File: src/design/cfg_regs_pkg.sv
// Package: offsets, fields, reset values and carriers for the config register group.
// Assumes an 8-bit register port with a 12-bit address, driven by the serial control logic.
package cfg_regs_pkg;
	localparam int ADDR_W = 12;
	localparam int DATA_W = 8;
	localparam logic [ADDR_W-1:0] OFF_INTF_CFG = 12'h000;
	localparam logic [ADDR_W-1:0] OFF_CATEGORY = 12'h003;
	localparam logic [ADDR_W-1:0] OFF_PID_LO = 12'h004;
	localparam logic [ADDR_W-1:0] OFF_PID_HI = 12'h005;
	localparam logic [ADDR_W-1:0] OFF_GRADE_REV = 12'h006;
	localparam logic [ADDR_W-1:0] OFF_PAGE = 12'h008;
	localparam logic [ADDR_W-1:0] PG0_LO = 12'h013;
	localparam logic [ADDR_W-1:0] PG0_HI = 12'h014;
	localparam logic [ADDR_W-1:0] PG1_LO = 12'h034;
	localparam logic [ADDR_W-1:0] PG1_HI = 12'h03D;
	localparam logic [ADDR_W-1:0] PG2_LO = 12'h110;
	localparam logic [ADDR_W-1:0] PG2_HI = 12'h124;
	localparam logic [ADDR_W-1:0] PG3_LO = 12'h135;
	localparam logic [ADDR_W-1:0] PG3_HI = 12'h14C;
	localparam int BIT_ORDER_POS = 1;
	localparam int SOFT_RST_POS = 0;
	localparam logic [1:0] PAGE_RST = 2'h3;
	localparam logic [1:0] PAGE_CONV0 = 2'h1;
	localparam logic [1:0] PAGE_CONV1 = 2'h2;
	localparam logic [1:0] PAGE_BOTH = 2'h3;
	localparam logic [DATA_W-1:0] ZERO_BYTE = 8'h00;
	localparam logic [3:0] SRST_CYCLES = 4'h4;
	localparam logic [3:0] SRST_ONE = 4'h1;
	localparam logic [3:0] SRST_IDLE = 4'h0;
	typedef struct packed {
		logic wr;
		logic rd;
		logic [ADDR_W-1:0] addr;
		logic [DATA_W-1:0] wdata;
	} reg_req_s;
	typedef struct packed {
		logic conv0;
		logic conv1;
	} conv_sel_s;
	typedef enum logic [1:0] {
		SR_IDLE = 2'b00,
		SR_BUSY = 2'b01,
		SR_DONE = 2'b11
	} srst_state_e;
endpackage

File: src/design/dac_config_id_paging_regs.sv
// Device configuration group: bit order, soft reset, identity and converter paging.
// Assumes the serial port presents one-cycle rd/wr strobes synchronous to clk.
`timescale 1ns/1ps
// Function
// Bit order select, one means LSB first
// Soft reset trigger, clears itself when done
// Read-only category, product ID, grade, revision
// Page selects converter 0, 1 or both
// Paging only affects listed paged ranges
// Reserved bits read zero, writes ignored
module dac_config_id_paging_regs #(
	parameter logic [7:0] CATEGORY_CODE = 8'h5A, // arbitrary value
	parameter logic [7:0] PID_LO_CODE = 8'h12, // arbitrary value
	parameter logic [7:0] PID_HI_CODE = 8'h34, // arbitrary value
	parameter logic [3:0] GRADE_CODE = 4'h1, // arbitrary value
	parameter logic [3:0] REVISION_CODE = 4'h2 // arbitrary value
) (
	input wire logic clk,
	input wire logic rst,
	input wire logic clk_en,
	input wire cfg_regs_pkg::reg_req_s req,
	output logic [7:0] rdata,
	output logic rvalid,
	output logic serial_bit_order_select,
	output logic soft_reset_active,
	output cfg_regs_pkg::conv_sel_s wr_sel,
	output cfg_regs_pkg::conv_sel_s rd_sel
);
	import cfg_regs_pkg::*;

	// ==========================================================
	// Decode
	wire logic hit_intf = req.addr == OFF_INTF_CFG;
	wire logic hit_page = req.addr == OFF_PAGE;
	wire logic hit_id = (req.addr >= OFF_CATEGORY) && (req.addr <= OFF_GRADE_REV);
	wire logic mapped = hit_intf || hit_page || hit_id;
	wire logic [3:0] range_hit;
	wire logic paged = |range_hit;
	page_range_match #(.LO(PG0_LO), .HI(PG0_HI)) u_r0 (.addr(req.addr), .hit(range_hit[0]));
	page_range_match #(.LO(PG1_LO), .HI(PG1_HI)) u_r1 (.addr(req.addr), .hit(range_hit[1]));
	page_range_match #(.LO(PG2_LO), .HI(PG2_HI)) u_r2 (.addr(req.addr), .hit(range_hit[2]));
	page_range_match #(.LO(PG3_LO), .HI(PG3_HI)) u_r3 (.addr(req.addr), .hit(range_hit[3]));

	// ==========================================================
	// Control registers
	logic bit_order_q;
	logic [1:0] page_q;
	srst_state_e sr_q, sr_d;
	logic [3:0] sr_cnt_q, sr_cnt_d;
	wire logic wr_intf = req.wr && hit_intf;
	wire logic srst_go = wr_intf && req.wdata[SOFT_RST_POS] && (sr_q == SR_IDLE);

	always_ff @(posedge clk or posedge rst) begin
		if (rst) begin
			bit_order_q <= 1'b0;
		end else if (clk_en && wr_intf) begin
			bit_order_q <= req.wdata[BIT_ORDER_POS];
		end
	end

	// Soft reset also returns the page field to its default
	always_ff @(posedge clk or posedge rst) begin
		if (rst) begin
			page_q <= PAGE_RST;
		end else if (clk_en) begin
			if (sr_q == SR_DONE) begin
				page_q <= PAGE_RST;
			end else if (req.wr && hit_page) begin
				page_q <= req.wdata[1:0];
			end
		end
	end

	always_comb begin
		sr_d = sr_q;
		sr_cnt_d = sr_cnt_q;
		case (sr_q)
			SR_IDLE: begin
				if (srst_go) begin
					sr_d = SR_BUSY;
					sr_cnt_d = SRST_CYCLES;
				end
			end
			SR_BUSY: begin
				sr_cnt_d = sr_cnt_q - SRST_ONE;
				if (sr_cnt_q == SRST_ONE) begin
					sr_d = SR_DONE;
				end
			end
			SR_DONE: begin
				sr_d = SR_IDLE;
				sr_cnt_d = SRST_IDLE;
			end
			default: begin
				sr_d = SR_IDLE;
				sr_cnt_d = SRST_IDLE;
			end
		endcase
	end

	always_ff @(posedge clk or posedge rst) begin
		if (rst) begin
			sr_q <= SR_IDLE;
			sr_cnt_q <= SRST_IDLE;
		end else if (clk_en) begin
			sr_q <= sr_d;
			sr_cnt_q <= sr_cnt_d;
		end
	end

	// ==========================================================
	// Page steering, registered so outputs are flops
	wire logic sel0 = page_q[0];
	wire logic sel1 = page_q[1];
	wire conv_sel_s only_conv0 = conv_sel_s'{conv0: 1'b1, conv1: 1'b0};
	wire conv_sel_s only_conv1 = conv_sel_s'{conv0: 1'b0, conv1: 1'b1};
	// Unpaged accesses default to converter 0 on both paths
	wire conv_sel_s wr_sel_d = paged ? conv_sel_s'{conv0: sel0, conv1: sel1}
		: only_conv0;
	wire logic rd1_only = (page_q == PAGE_CONV1);
	wire conv_sel_s rd_sel_d = (paged && rd1_only) ? only_conv1 : only_conv0;

	// ==========================================================
	// Read mux
	logic [7:0] rd_mux;
	always_comb begin
		rd_mux = ZERO_BYTE;
		case (req.addr)
			OFF_INTF_CFG: rd_mux = {6'h00, bit_order_q, sr_q != SR_IDLE};
			OFF_CATEGORY: rd_mux = CATEGORY_CODE;
			OFF_PID_LO: rd_mux = PID_LO_CODE;
			OFF_PID_HI: rd_mux = PID_HI_CODE;
			OFF_GRADE_REV: rd_mux = {GRADE_CODE, REVISION_CODE};
			OFF_PAGE: rd_mux = {6'h00, page_q};
			default: rd_mux = ZERO_BYTE;
		endcase
	end

	always_ff @(posedge clk or posedge rst) begin
		if (rst) begin
			rdata <= ZERO_BYTE;
			rvalid <= 1'b0;
			serial_bit_order_select <= 1'b0;
			soft_reset_active <= 1'b0;
			wr_sel <= '{conv0: 1'b1, conv1: 1'b0};
			rd_sel <= '{conv0: 1'b1, conv1: 1'b0};
		end else if (clk_en) begin
			rvalid <= req.rd;
			if (req.rd) begin
				rdata <= rd_mux;
			end
			serial_bit_order_select <= bit_order_q;
			soft_reset_active <= (sr_d != SR_IDLE);
			wr_sel <= wr_sel_d;
			rd_sel <= rd_sel_d;
		end
	end
endmodule

File: src/design/page_range_match.sv
// Range comparator: flags an address inside one paged window.
// Assumes bounds are constants with lo not above hi.
`timescale 1ns/1ps
module page_range_match #(
	parameter logic [11:0] LO = 12'h000,
	parameter logic [11:0] HI = 12'h000
) (
	input wire logic [11:0] addr,
	output logic hit
);
	assign hit = (addr >= LO) && (addr <= HI);
endmodule

File: config.mk
export PLATFORM = sky130hd
export DESIGN_NAME = dac_config_id_paging_regs
export DESIGN_NICKNAME = d
export VERILOG_FILES = /design/src/design/cfg_regs_pkg.sv /design/src/design/dac_config_id_paging_regs.sv /design/src/design/page_range_match.sv
export SDC_FILE = /design/constraint.sdc
export NUM_CORES = 1
export LEC_CHECK = 0
export ABC_AREA = 1
export ABC_CLOCK_PERIOD_IN_PS = 1600
export BUFFER_PORTS_ARGS = -buffer_cell sky130_fd_sc_hd__clkbuf_2
export CORE_MARGIN = 1.5
export CORE_UTILIZATION = 45
export CTS_BUF_LIST = sky130_fd_sc_hd__clkbuf_2
export DETAILED_ROUTE_END_ITERATION = 10
export GPL_TIMING_DRIVEN = 0
export PLACE_DENSITY = 0.71
export SYNTH_ARGS = -nofsm -noshare
export SYNTH_HDL_FRONTEND = slang
export SYNTH_SLANG_ARGS = --single-unit
File: constraint.sdc
create_clock -name clk -period 1.6 [get_ports clk]
set_clock_uncertainty 0.15 [all_clocks]
set_input_delay 0.16 -clock clk [delete_from_list [all_inputs] [get_ports clk]]
set_output_delay 0.16 -clock clk [all_outputs]
set_load 0.02 [all_outputs]
==> metrics.txt <==
status complete, no violations; Syn-to-layout area delta 18.7%; hold crit path type in2reg; final hold violations 0; DRC Markers 0; Slew Viols, Final 0; vias in the first global route about 1200; CTS sink cnt 21; Cell Pwr Density 584 nW/µm²; synthesized area 1420 µm²; area occupied by multi-input gates ~740 µm²; CP Capture Type output port; DP HPWL 2.17 mm; CTS Root Cell clkbuf_2; Filler cells about 310; post-synth cell types 27; P_leak 0.937 nW; Slew HR between 50% and 60%; VDD IR max 0.000234 V; WS Path Type reg2out; Tcrit/Tclk final 83.5%; fraction of layout instances using a drive strength above 1 23.5%; fin crit period 1.34 ns; CP Data Required Time 1.29 ns; measured slew at the worst slew-check pin 0.748 ns; sequential share of power 58.2%; Total GRT Usage 17.6%; Worst-path clk slew 0.20 ns; post-cts repair resize count 0; Psw 0.297 mW; pre-CTS setup slack 0.105 ns; num ports 40; ANT nets after route 0; Worst path max stage delay around 0.57 ns; H-tree depth 1; Worst Setup Slack, final 0.264 ns; drt pass-1 iters 5; Bufs on Longest Clock Path 2; vias per cell 4.50; TritonCTS Buffers 3; crit path cell chain clkbuf_2; initial DRC count 63; FF+latch count, synth 21; Arr. time, crit path 1.03 ns; routed length per instance 9.18 µm; sequential fraction of the synthesis area 37.5%; Clock Latency Late Sink 0.31 ns; full die area 3490 µm²; IO buf count 32; n_diodes 0; Ys Warns 0; crit path buf inv count 1; cell count of the worst hold path 3; Remaining Overflow, GRT 0; Comb pwr share 20.1%; first-pass GRT wire length 4.82 mm; Power Internal roughly 0.7 mW; core area 3030 µm²; Switching Fraction 30.3%; die width 59.1 µm; Die Height between 50 and 60 µm; FMAX 749 MHz; cells on worst reg2reg path 6; Crit-path slowest cell dfstp_2; CP max FO 2; setup tns final 0 ns; # rows 20; Critical Path Source Type flip-flop; Max-cap violations 0; routed wire length roughly 2.7 mm; largest net degree at the start of global routing 22; Nets about 280; family with the most delay on the worst path flip-flops; via count 1309; Syn Nets around 240; final setup fails 0; unrepaired setup endpoints after global routing false; CTS hold repair buffers 3; Initial Util around 47%; WP depth 1; postcts setup bufs 0; Clk pwr share 21.8%; Syn Area/Cell 6.80 µm²; Mapped Cells about 210; CTS tree built; Reg area 531 µm²; Placer Congestion 0.844; initial antenna violation count 0
## layout by cell type, fill, tap and decap left out, drive strengths merged, types with 3 or more instances in the layout
cell,synthesis,final
clkbuf,0,35
nor3,5,5
nand3,22,22
buf,4,4
o21ai,10,10
dfrtp,17,17
nor2,24,24
a21oi,5,5
nand2,76,76
inv,29,29
dfstp,4,4
dlygate4sd3,0,3
## area by class of cell
| class | count | share of cell area, % |
|---|---|---|
| plain buffers | 4 | 1.79 |
| repair buffers | 35 | 11.3 |
| inverters | 30 | 6.70 |
| clock inverters | 1 | 0.298 |
| clock buffers | 3 | 0.894 |
| flip-flops and latches | 21 | 31.6 |
| multi-input cells | 153 | 44.2 |
| well taps | 44 | 3.28 |
## kinds of logic after synthesis
family / Yosys count / synth area share (%)
buffers and inverters: 34 / 10.1
xor gates and xnor gates: 2 / 1.24
and+or+nand+nor: 131 / 42.4
AOI/OAI and AO/OA: 17 / 6.81
other: 1 / 0.265
adders and majority gates: 2 / 1.77
DFF: 21 / 37.5
## synth_stat cells, drive strengths merged
cell type,n,area (µm²)
nand2,76,303
nor2,24,130
and2,1,6.26
xor2,1,8.76
dfstp,4,105
clkinv,1,3.75
nand3,22,115
o21ai,10,57.6
buf,4,30.0
ha,2,25.0
xnor2,1,8.76
dfrtp,17,425
nand3b,1,7.51
conb,1,3.75
inv,29,109
nor3,5,25.0
o31ai,1,7.51
nand4,2,12.5
o22ai,1,6.26
a21oi,5,25.0
## per-layer routing
layer  GRT usage, %  wire length, µm
met4           5.52               20
met3           2.62              104
met5              0                0
met2           28.7             1200
met1           24.0             1350
## sequential cells by signal, indices dropped and copies added (netlist names)
signal                   flops
rdata                        5
sr_cnt_q                     4
page_q                       2
rd_sel                       2
sr_q                         2
wr_sel                       2
bit_order_q                  1
rvalid                       1
serial_bit_order_select      1
soft_reset_active            1
## worst min-delay path, stage by stage
cell	delay, ns
clkbuf_2	0.08
nand2_1	0.15
nand2_1	0.12
## through the flow
step	instance area [µm²]	cells	utilization (%)	hold WS (ns)	total power [mW]
after global routing	1680	291	55.5	0.0387	1.05
final	1680	291	55.5	0.0638	0.982
after detailed placement	1630	284	53.8	0.163	0.773
after global placement	1630	284	53.8	0.168	0.771
after CTS	1680	291	55.5	0.0502	0.993
after floorplan	1420	208	-	-0.0164	0.703
## path summary, 6_finish.rpt
check                                  from                 endpoint  slack, ns
worst max register to register  sr_cnt_q[0]              sr_cnt_q[2]       0.33
worst min-delay path                req[20]                   rvalid       0.06
worst max-delay path              rd_sel[1]                rd_sel[1]       0.26
max in group asynchronous               rst                  sr_q[0]       0.51
worst min register to register    rd_sel[1]                rd_sel[1]       0.33
min in group asynchronous               rst  serial_bit_order_select       0.33
## power groups by stage
stage	logic [mW]	clock network (mW)	registers [mW]
global placement	0.191	0	0.580
floorplan	0.112	0	0.591
global route	0.230	0.247	0.575
detailed placement	0.192	0	0.581
finish	0.197	0.214	0.571
CTS	0.198	0.223	0.572
Note: power is estimated with default switching activity, not from simulation.
